$ cat src/design/crc_calculator_regs.vh
`ifndef CRC_CALCULATOR_REGS_VH
`define CRC_CALCULATOR_REGS_VH

// register byte offsets on the APB
`define CRC_CONTROL_OFFSET 12'h000
`define CRC_DATA_IN_OFFSET 12'h004
`define CRC_DATA_OUT_OFFSET 12'h008

// control register field positions
`define CRC_POLY_SELECT_LSB 0
`define CRC_POLY_SELECT_MSB 2
`define CRC_BIT_ORDER_SELECT_BIT 6
`define CRC_MODULE_STOP_BIT 7

// reset values
`define CRC_CONTROL_RESET 8'h00
`define CRC_DATA_IN_RESET 32'h00000000
`define CRC_DATA_OUT_RESET 32'h00000000

// polynomial select codes
`define CRC_SEL_NONE 3'h0
`define CRC_SEL_CRC8 3'h1
`define CRC_SEL_CRC16_A 3'h2
`define CRC_SEL_CRC16_B 3'h3
`define CRC_SEL_CRC32_A 3'h4
`define CRC_SEL_CRC32_B 3'h5
`define CRC_SEL_RSVD_6 3'h6
`define CRC_SEL_RSVD_7 3'h7

// generating polynomials, top term implied
`define CRC_POLY_CRC8 8'h07
`define CRC_POLY_CRC16_A 16'h8005
`define CRC_POLY_CRC16_B 16'h1021
`define CRC_POLY_CRC32_A 32'h04C11DB7
`define CRC_POLY_CRC32_B 32'h1EDC6F41

// access timing: wait states inserted before the answer
`define CRC_APB_WAIT_CYCLES 0

`endif

$ cat src/design/crc_step.v
// one parallel fold of a data word into a running code
module crc_step #(
    parameter WIDTH = 8,
    parameter DBITS = 8,
    parameter [WIDTH-1:0] POLY = 8'h07
) (
    input wire [WIDTH-1:0] crc_in,
    input wire [DBITS-1:0] data,
    input wire msb_first,
    output reg [WIDTH-1:0] crc_out
);
    wire [WIDTH-1:0] rpoly;
    reg fb;
    integer i;
    genvar g;

    // reflected polynomial for the lsb-first form; constant, so wired,
    // since a process reading only constants would never wake
    generate
        for (g = 0; g < WIDTH; g = g + 1)
        begin : reflect
            assign rpoly[g] = POLY[WIDTH-1-g];
        end
    endgenerate

    // unrolled bit loop, the whole word folds in a single cycle
    always @*
    begin
        crc_out = crc_in;
        fb = 1'b0;
        for (i = 0; i < DBITS; i = i + 1)
        begin
            if (msb_first)
            begin
                fb = crc_out[WIDTH-1] ^ data[DBITS-1-i];
                crc_out = {crc_out[WIDTH-2:0], 1'b0} ^ (fb ? POLY : {WIDTH{1'b0}});
            end
            else
            begin
                fb = crc_out[0] ^ data[i];
                crc_out = {1'b0, crc_out[WIDTH-1:1]} ^ (fb ? rpoly : {WIDTH{1'b0}});
            end
        end
    end
endmodule // crc_step

$ cat src/design/lane_pick.v
// picks the lowest enabled byte lane of a 32-bit write
module lane_pick (
    input wire [31:0] wdata,
    input wire [3:0] strb,
    output reg [7:0] byte_out,
    output reg any_lane
);
    // lowest lane wins when software strobes more than one
    always @*
    begin
        any_lane = |strb;
        if (strb[0])
            byte_out = wdata[7:0];
        else if (strb[1])
            byte_out = wdata[15:8];
        else if (strb[2])
            byte_out = wdata[23:16];
        else
            byte_out = wdata[31:24];
    end
endmodule // lane_pick

$ cat src/design/crc_calculator.v
// Functional notes
// - three-bit field selects the five polynomials
// - select code 000 disables calculation
// - codes 110 and 111 reserved, no calculation
// - narrow polynomials: one 8-bit, two 16-bit
// - two 32-bit polynomials offered
// - narrow modes fold one byte per write
// - wide modes fold one longword per write
// - control bit picks lsb or msb order
// - bit-order control sits at bit 6
// - 8-bit code kept in low byte
// - module stop halts the calculator
//
// Implementation choices: the register addresses and the APB slave port.
`include "crc_calculator_regs.vh"

module crc_calculator #(
    parameter ADDR_WIDTH = 12
) (
    input wire pclk,
    input wire presetn,
    input wire psel,
    input wire penable,
    input wire pwrite,
    input wire [ADDR_WIDTH-1:0] paddr,
    input wire [31:0] pwdata,
    input wire [3:0] pstrb,
    output wire pready,
    output reg [31:0] prdata,
    output reg pslverr
);
    // register state
    reg [7:0] control_r;
    reg [7:0] control_nxt;
    reg [31:0] data_in_r;
    reg [31:0] data_in_nxt;
    reg [31:0] data_out_r;
    reg [31:0] data_out_nxt;
    reg [31:0] rdata_nxt;
    reg slverr_nxt;

    // control fields
    wire [2:0] poly_select;
    wire bit_order_select;
    wire module_stop;

    // bus phase decode
    wire setup_phase;
    wire write_access;
    reg hit_control;
    reg hit_data_in;
    reg hit_data_out;
    wire hit_any;

    // mode decode
    wire mode_crc8;
    wire mode_crc16_a;
    wire mode_crc16_b;
    wire mode_crc32_a;
    wire mode_crc32_b;
    wire mode_narrow;
    wire mode_wide;
    wire calc_enabled;
    wire code_idle;
    wire code_reserved;

    // input byte and fold results
    wire [7:0] in_byte;
    wire in_byte_valid;
    wire [7:0] fold8;
    wire [15:0] fold16_a;
    wire [15:0] fold16_b;
    wire [31:0] fold32_a;
    wire [31:0] fold32_b;
    reg [31:0] fold_result;
    wire full_word;
    wire [31:0] lane_mask;
    reg [31:0] data_out_view;

    // per-register write strobes and fold decisions
    wire write_control;
    wire write_data_in;
    wire write_data_out;
    wire fold_narrow;
    wire fold_wide;

    // control register fields
    assign poly_select = control_r[`CRC_POLY_SELECT_MSB:`CRC_POLY_SELECT_LSB];
    assign bit_order_select = control_r[`CRC_BIT_ORDER_SELECT_BIT];
    assign module_stop = control_r[`CRC_MODULE_STOP_BIT];

    // one-hot view of the select field
    assign mode_crc8 = (poly_select == `CRC_SEL_CRC8);
    assign mode_crc16_a = (poly_select == `CRC_SEL_CRC16_A);
    assign mode_crc16_b = (poly_select == `CRC_SEL_CRC16_B);
    assign mode_crc32_a = (poly_select == `CRC_SEL_CRC32_A);
    assign mode_crc32_b = (poly_select == `CRC_SEL_CRC32_B);
    assign mode_narrow = mode_crc8 | mode_crc16_a | mode_crc16_b;
    assign mode_wide = mode_crc32_a | mode_crc32_b;

    // codes 000, 110 and 111 fall out of both groups: no fold at all
    assign code_idle = (poly_select == `CRC_SEL_NONE);
    assign code_reserved = (poly_select == `CRC_SEL_RSVD_6) |
        (poly_select == `CRC_SEL_RSVD_7);
    assign calc_enabled = ~code_idle & ~code_reserved & ~module_stop;

    // apb phases; the slave never inserts wait states
    assign setup_phase = psel & ~penable;
    assign write_access = psel & penable & pwrite;
    assign pready = 1'b1;

    // address decode on aligned words only; other offsets answer with an error
    always @*
    begin
        hit_control = 1'b0;
        hit_data_in = 1'b0;
        hit_data_out = 1'b0;
        case (paddr)
            `CRC_CONTROL_OFFSET: hit_control = 1'b1;
            `CRC_DATA_IN_OFFSET: hit_data_in = 1'b1;
            `CRC_DATA_OUT_OFFSET: hit_data_out = 1'b1;
            default: hit_control = 1'b0;
        endcase
    end

    // any mapped register
    assign hit_any = hit_control | hit_data_in | hit_data_out;

    // a longword fold needs all four lanes, partial writes would corrupt it
    assign full_word = (pstrb == 4'hF);

    // one write strobe per register; a stopped module drops data writes
    assign write_control = write_access & hit_control & pstrb[0];
    assign write_data_in = write_access & hit_data_in & ~module_stop;
    assign write_data_out = write_access & hit_data_out & ~module_stop;

    // a fold needs a write that fits the width of the active code
    assign fold_narrow = calc_enabled & mode_narrow & in_byte_valid;
    assign fold_wide = calc_enabled & mode_wide & full_word;

    // byte selection for the narrow modes
    lane_pick u_lane_pick (
        .wdata(pwdata),
        .strb(pstrb),
        .byte_out(in_byte),
        .any_lane(in_byte_valid)
    );

    // 8-bit polynomial, byte in parallel
    crc_step #(
        .WIDTH(8),
        .DBITS(8),
        .POLY(`CRC_POLY_CRC8)
    ) u_step8 (
        .crc_in(data_out_r[7:0]),
        .data(in_byte),
        .msb_first(bit_order_select),
        .crc_out(fold8)
    );

    // first 16-bit polynomial, byte in parallel
    crc_step #(
        .WIDTH(16),
        .DBITS(8),
        .POLY(`CRC_POLY_CRC16_A)
    ) u_step16_a (
        .crc_in(data_out_r[15:0]),
        .data(in_byte),
        .msb_first(bit_order_select),
        .crc_out(fold16_a)
    );

    // second 16-bit polynomial, byte in parallel
    crc_step #(
        .WIDTH(16),
        .DBITS(8),
        .POLY(`CRC_POLY_CRC16_B)
    ) u_step16_b (
        .crc_in(data_out_r[15:0]),
        .data(in_byte),
        .msb_first(bit_order_select),
        .crc_out(fold16_b)
    );

    // first 32-bit polynomial, longword in parallel
    crc_step #(
        .WIDTH(32),
        .DBITS(32),
        .POLY(`CRC_POLY_CRC32_A)
    ) u_step32_a (
        .crc_in(data_out_r),
        .data(pwdata),
        .msb_first(bit_order_select),
        .crc_out(fold32_a)
    );

    // second 32-bit polynomial, longword in parallel
    crc_step #(
        .WIDTH(32),
        .DBITS(32),
        .POLY(`CRC_POLY_CRC32_B)
    ) u_step32_b (
        .crc_in(data_out_r),
        .data(pwdata),
        .msb_first(bit_order_select),
        .crc_out(fold32_b)
    );

    // result of the selected fold; narrow codes keep upper bits clear
    always @*
    begin
        case (poly_select)
            `CRC_SEL_CRC8: fold_result = {24'h000000, fold8};
            `CRC_SEL_CRC16_A: fold_result = {16'h0000, fold16_a};
            `CRC_SEL_CRC16_B: fold_result = {16'h0000, fold16_b};
            `CRC_SEL_CRC32_A: fold_result = fold32_a;
            `CRC_SEL_CRC32_B: fold_result = fold32_b;
            default: fold_result = data_out_r;
        endcase
    end

    // byte-lane mask for data input writes and for writes that seed the code
    assign lane_mask = {{8{pstrb[3]}}, {8{pstrb[2]}}, {8{pstrb[1]}}, {8{pstrb[0]}}};

    // read view of the code, trimmed to the width of the active code
    always @*
    begin
        case (poly_select)
            `CRC_SEL_CRC8: data_out_view = {24'h000000, data_out_r[7:0]};
            `CRC_SEL_CRC16_A: data_out_view = {16'h0000, data_out_r[15:0]};
            `CRC_SEL_CRC16_B: data_out_view = {16'h0000, data_out_r[15:0]};
            default: data_out_view = data_out_r;
        endcase
    end

    // control register writes; only the defined fields are kept
    always @*
    begin
        control_nxt = control_r;
        if (write_control)
        begin
            control_nxt = 8'h00;
            control_nxt[`CRC_POLY_SELECT_MSB:`CRC_POLY_SELECT_LSB] =
                pwdata[`CRC_POLY_SELECT_MSB:`CRC_POLY_SELECT_LSB];
            control_nxt[`CRC_BIT_ORDER_SELECT_BIT] = pwdata[`CRC_BIT_ORDER_SELECT_BIT];
            control_nxt[`CRC_MODULE_STOP_BIT] = pwdata[`CRC_MODULE_STOP_BIT];
        end
    end

    // data input: stores the written value and folds it into the code
    always @*
    begin
        data_in_nxt = data_in_r;
        data_out_nxt = data_out_r;
        if (write_data_in)
        begin
            data_in_nxt = (data_in_r & ~lane_mask) | (pwdata & lane_mask);
            if (fold_narrow)
                data_out_nxt = fold_result;
            else if (fold_wide)
                data_out_nxt = fold_result;
        end
        else if (write_data_out)
        begin
            // seeding loads only the strobed lanes
            data_out_nxt = (data_out_r & ~lane_mask) | (pwdata & lane_mask);
        end
    end

    // read data and error captured in setup, so they sit in flops at access
    always @*
    begin
        rdata_nxt = prdata;
        slverr_nxt = pslverr;
        if (setup_phase)
        begin
            slverr_nxt = ~hit_any;
            if (pwrite || !hit_any)
                rdata_nxt = 32'h00000000;
            else if (hit_control)
                rdata_nxt = {24'h000000, control_r};
            else if (hit_data_in)
                rdata_nxt = data_in_r;
            else
                rdata_nxt = data_out_view;
        end
    end

    // control register; clears to lsb order, no calculation, running
    always @(posedge pclk or negedge presetn)
    begin
        if (!presetn)
        begin
            control_r <= `CRC_CONTROL_RESET;
        end
        else
        begin
            control_r <= control_nxt;
        end
    end

    // last value written to the data input
    always @(posedge pclk or negedge presetn)
    begin
        if (!presetn)
        begin
            data_in_r <= `CRC_DATA_IN_RESET;
        end
        else
        begin
            data_in_r <= data_in_nxt;
        end
    end

    // running code; software seeds it before a run and reads it after
    always @(posedge pclk or negedge presetn)
    begin
        if (!presetn)
        begin
            data_out_r <= `CRC_DATA_OUT_RESET;
        end
        else
        begin
            data_out_r <= data_out_nxt;
        end
    end

    // bus answer flops, so read data stands steady through the access phase
    always @(posedge pclk or negedge presetn)
    begin
        if (!presetn)
        begin
            prdata <= 32'h00000000;
            pslverr <= 1'b0;
        end
        else
        begin
            prdata <= rdata_nxt;
            pslverr <= slverr_nxt;
        end
    end
endmodule // crc_calculator

$ cat config.mk
export PLATFORM = sky130hd
export DESIGN_NAME = crc_calculator
export DESIGN_NICKNAME = d
export VERILOG_FILES = /design/src/design/crc_step.v /design/src/design/lane_pick.v /design/src/design/crc_calculator.v
export VERILOG_INCLUDE_DIRS = /design/src /design/src/design
export SDC_FILE = /design/constraint.sdc
export NUM_CORES = 2
export LEC_CHECK = 0
export ABC_AREA = 1
export ABC_CLOCK_PERIOD_IN_PS = 13200
export CAP_MARGIN = 10
export CELL_PAD_IN_SITES_DETAIL_PLACEMENT = 1
export CELL_PAD_IN_SITES_GLOBAL_PLACEMENT = 1
export CORE_MARGIN = 3
export CORE_UTILIZATION = 36
export CTS_CLUSTER_DIAMETER = 120
export DETAILED_ROUTE_END_ITERATION = 7
export DONT_BUFFER_PORTS = 1
export PLACE_DENSITY = 0.68
export SLEW_MARGIN = 15
export SYNTH_ARGS = -nofsm -noshare
export SYNTH_HDL_FRONTEND = slang
export SYNTH_SLANG_ARGS = --single-unit
$ cat constraint.sdc
create_clock -name pclk -period 13.2 [get_ports pclk]
set_input_delay 1.98 -clock pclk [delete_from_list [all_inputs] [get_ports pclk]]
set_output_delay 1.98 -clock pclk [all_outputs]
set_load 0.1 [all_outputs]
# Word-level counts from Yosys, hierarchy flattened
# Cells that the tools add are included.
dict set report classes {
  eq_ne 11
  mux 279
  bitwise 379
  reduce_logical 8
}
# op count
set ops {}
lappend ops {{$mux 32} 135}
lappend ops {{$xor 31x32->32} 64}
lappend ops {{$xor 32x32->32} 64}
lappend ops {{$mux 29} 32}
lappend ops {{$mux 27} 32}
lappend ops {{$mux 16} 40}
lappend ops {{$xor 15x16->16} 16}
lappend ops {{$xor 16x16->16} 16}
lappend ops {{$xor 1x1->1} 171}
lappend ops {{$pmux 32 s5} 1}
lappend ops {{$mux 8} 19}
lappend ops {{$mux 13} 8}
lappend ops {{$and 32x32->32} 3}
lappend ops {{$or 32x32->32} 2}
lappend ops {{$pmux 32 s2} 1}
lappend ops {{$xor 7x8->8} 8}
lappend ops {{$xor 8x8->8} 8}
lappend ops {{$not 32->32} 1}
lappend ops {{$mux 3} 8}
lappend ops {{$and 1x1->1} 15}
lappend ops {{$eq 12x3->1 const B} 1}
lappend ops {{$eq 12x4->1 const B} 1}
lappend ops {{$eq 3x3->1 const B} 4}
lappend ops {{$logic_not 12->1} 1}
lappend ops {{14 further kinds} 26}
dict set report totals {
  regBits 102
  output_inout_bits 34
}

# Depth between registers and ports, before layout
dict set report depth {
  word_depth 132
  mapped_depth 106
}

# Cells and area by module
# A second synthesis with hierarchy kept.
dict set report hier_totals {
  hier_cells 7515
  area_unflattened_um2 41466.0
}
# mod n_inst cells_each area_each_um2 seq_area_each_um2
set modules_own_cells {}
lappend modules_own_cells {{crc_step (u_step32_b)} 1 3318 17330.4 0.0}
lappend modules_own_cells {{crc_step (u_step32_a)} 1 2496 13880.8 0.0}
lappend modules_own_cells {crc_calculator 1 945 6344.8 2552.4}
lappend modules_own_cells {{crc_step (u_step16_a)} 1 256 1323.8 0.0}
lappend modules_own_cells {{crc_step (u_step16_b)} 1 204 1132.3 0.0}
lappend modules_own_cells {{crc_step (u_step8)} 1 207 1072.3 0.0}
lappend modules_own_cells {lane_pick 1 89 381.6 0.0}

# Worst setup path before layout
# No wires, ideal clock.
dict set report synth_path {
  path_type {input-to-reg}
  from {input port pwdata[31]}
  to {register with a tool-made name}
  setup_ns 0.116
  t_arrival_ns 11.161
  required_ns 13.084
  path_slack_ns 1.922
  cell_stages 86
  n_path_buf 4
  cell_sequence {buf_6 inv_4 nand2_2 nand2_4 nand2_4 nand2_1 nand2_1 nand3_2 nand2_1 nand2_1 nand2_2 nand2_2 nand3_2 nand3_2 nand2_1 nand2_1 nand3_2 buf_6 [... 50 more ...] nand2_1 nand3_1 nand3_1 nand3_2 nand3_2 nand3_2 nand3_1 nand3_2 nand3_1 nand3_2 inv_2 nand2_1 nand3b_1 nand3_1 nand2_1 nand2_1 nand2_1 nand2_1}
}
# item line
set synth_lines {}
lappend synth_lines {{from (decl)} crc_calculator.v:26} ;# input wire [31:0] pwdata,

==> results_dict.tcl <==
set metrics [dict create \
    outcome "finished, final reports clean" \
    grt_usage 0.4238 \
    synth_cells 6545 \
    area_growth_pct 17.73 \
    cts_max_level 3 \
    drive_gt1_frac 0.1973 \
    synthFlopType "dfrtp_1" \
    grt_pass1_wl_um 336100 \
    cp_common_cell "nand2_1" \
    fp-row-count 116 \
    cts_root_buf "clkbuf_16" \
    antenna_found_initial 17 \
    ios 87 \
    routedWlPerCell_um 28.37 \
    place_congestion 1.041 \
    drtIter0Drc 4946 \
    drt_wl_total_um 237200 \
    cp-end-kind "flip-flop" \
    cp_data_arrival_time_ps 12820 \
    die_h_um 326.6 \
    cts_tree "built" \
    report.final.hold_viol_count 0 \
    cts_sinks 102 \
    layout_commonest_cell "nand2_1" \
    start_kind "input port" \
    cts_buffers 9 \
    vias 49700 \
    ys_seq_area_frac 0.06899 \
    yosys_warnings 0 \
    port_buffers 0 \
    synth_edf_count 0 \
    fp.dieW_um 326.6 \
    min_period_over_period 0.9515 \
    num-fill-cells 14160 \
    core_sq_um 101000 \
    synthesis.nets 6601 \
    drt_pass1_iterations 5 \
    reg2reg_slack_ps 1020 \
    grt_setup_unrepaired "yes" \
    clk_path_buf_depth 2 \
    max_stage_delay_ps 540 \
    finalClockSkew_ps 17.87 \
    clock_latency_ps 380 \
    timing.fmax_mhz 79.62 \
    drt.antenna.violating_nets 0 \
    syn_area_per_cell_sq_um 5.653 \
    final_cell_mix "nand2_1, o21ai_0, buf_4" \
    via_per_inst 5.944 \
    rr_startpoint "control_r[6]$_DFFE_PN0P_" \
    r2r_cells 78 \
    crit_fanout 8 \
    die_area_sq_um 106700 \
    holdPathStages 2 \
    worstMarginPinSlew_ps 1221 \
    grt_pass1_vias 47380 \
    relSlewSlack 0.1651 \
    drcViolationCount 0 \
    ys_ff_latch 102 \
    path_clk_slew_ps 80 \
    drv_cap 0 \
    crit_required_ps 13460 \
    async_flop_share 1.000 \
    worstSetupPathType "input port to flip-flop" \
    tns_ps 0 \
    hp-class "flip-flop to flip-flop" \
    final_nets 7049 \
    fin_crit_ps 12560 \
    yosysUniqueCellTypes 79 \
    grt_max_degree 131 \
    setup_viol 0 \
    finalMaxSlewViolations 0 \
    synth.cell_area_sq_um 37000 \
    grt.overflow.total 0 \
    dp_hpwl_um 193000 \
    crit_slowest_cell "xor2_1" \
    initial_utilization 0.3662 \
]
## layout make-up
| cell class | instances | area [sq um] | share of cell area |
|---|---|---|---|
| Antenna cell | 6 | 15.01 | 0.0003447 |
| Clock buffer | 10 | 239.0 | 0.005486 |
| Clock inverter | 6 | 65.06 | 0.001494 |
| Inverter | 604 | 2344 | 0.05380 |
| Multi-Input combinational cell | 5598 | 31380 | 0.7204 |
| Sequential cell | 102 | 2556 | 0.05868 |
| Tap cell | 1357 | 1698 | 0.03898 |
| Timing Repair Buffer | 678 | 5263 | 0.1208 |
## worst max-delay path, delay by kind of cell
family	cells	cell delay [ps]
compound gates	6	1230
xor+xnor	3	870
buf+inv	9	1360
simple gates	65	7330
## synthesized netlist by cell type (all sizes together), types with 28 or more instances
master / number / area share
nand2: 2133 / 0.23
o21ai: 913 / 0.13
nand3: 656 / 0.11
inv: 585 / 0.059
xor2: 584 / 0.14
nor2: 383 / 0.040
a21oi: 308 / 0.042
clkbuf: 155 / 0.040
o211ai: 127 / 0.026
dfrtp: 102 / 0.069
xnor2: 92 / 0.022
or2: 86 / 0.015
buf: 82 / 0.017
a31oi: 45 / 0.0076
o22ai: 31 / 0.0052
a21boi: 28 / 0.0065
nor3: 28 / 0.0041
## kinds of logic (layout without fill, tap and decap cells)
| kind of cell | Yosys count | count (layout) | share of synthesized area |
|---|---|---|---|
| XOR/XNOR | 676 | 676 | 0.1616 |
| other | 1 | 7 | 0.0001014 |
| AO/OA/AOI/OAI | 1564 | 1564 | 0.2373 |
| AND/OR/NAND/NOR | 3343 | 3343 | 0.4067 |
| buffers and inverters | 845 | 1298 | 0.1213 |
| adder cells (fa/ha/maj) | 3 | 3 | 0.001015 |
| multiplexers | 11 | 11 | 0.003044 |
| flip-flops | 102 | 102 | 0.06899 |
## routing by layer
layer  share of wire  global-route usage  up-vias
li1                -                   -    22520
met1            0.42              0.5534    24360
met2            0.43              0.6575     2180
met3           0.080             0.07015      612
met4           0.074              0.2448       22
met5         0.00058                   0        -
## what timing repair did
action	in CTS	in global routing
setup endpoints to repair	13	32
hold buffers	0	0
setup buffers	2	70
gates resized for setup	10	469
pin swaps	1	116
## per-stage QoR
step / setup slack (ps) / hold slack [ps] / cells / util / instance area [sq um]
after floorplan: 1922 / 447.9 / 6545 / - / 37000
after global placement: -516.6 / 460.7 / 8266 / 0.4078 / 41190
after detailed placement: -539.7 / 467.4 / 8267 / 0.4080 / 41210
after CTS: 21.86 / 487.1 / 8285 / 0.4111 / 41530
after global routing: -148.8 / 515.9 / 8355 / 0.4310 / 43540
final: 640.6 / 482.9 / 8361 / 0.4312 / 43560
## worst max-delay path by stage
stage | startpoint | cells past startpoint | to
global route | pwdata[0] | 98 | flip-flop
detailed placement | pwdata[0] | 74 | flip-flop
CTS | pwdata[0] | 67 | flip-flop
global placement | pwdata[0] | 67 | flip-flop
finish | pwdata[0] | 83 | flip-flop
floorplan | pwdata[31] | 86 | flip-flop
Power is not shown: default switching activity piles up to over one toggle a cycle in this logic, so the estimate is an artifact.
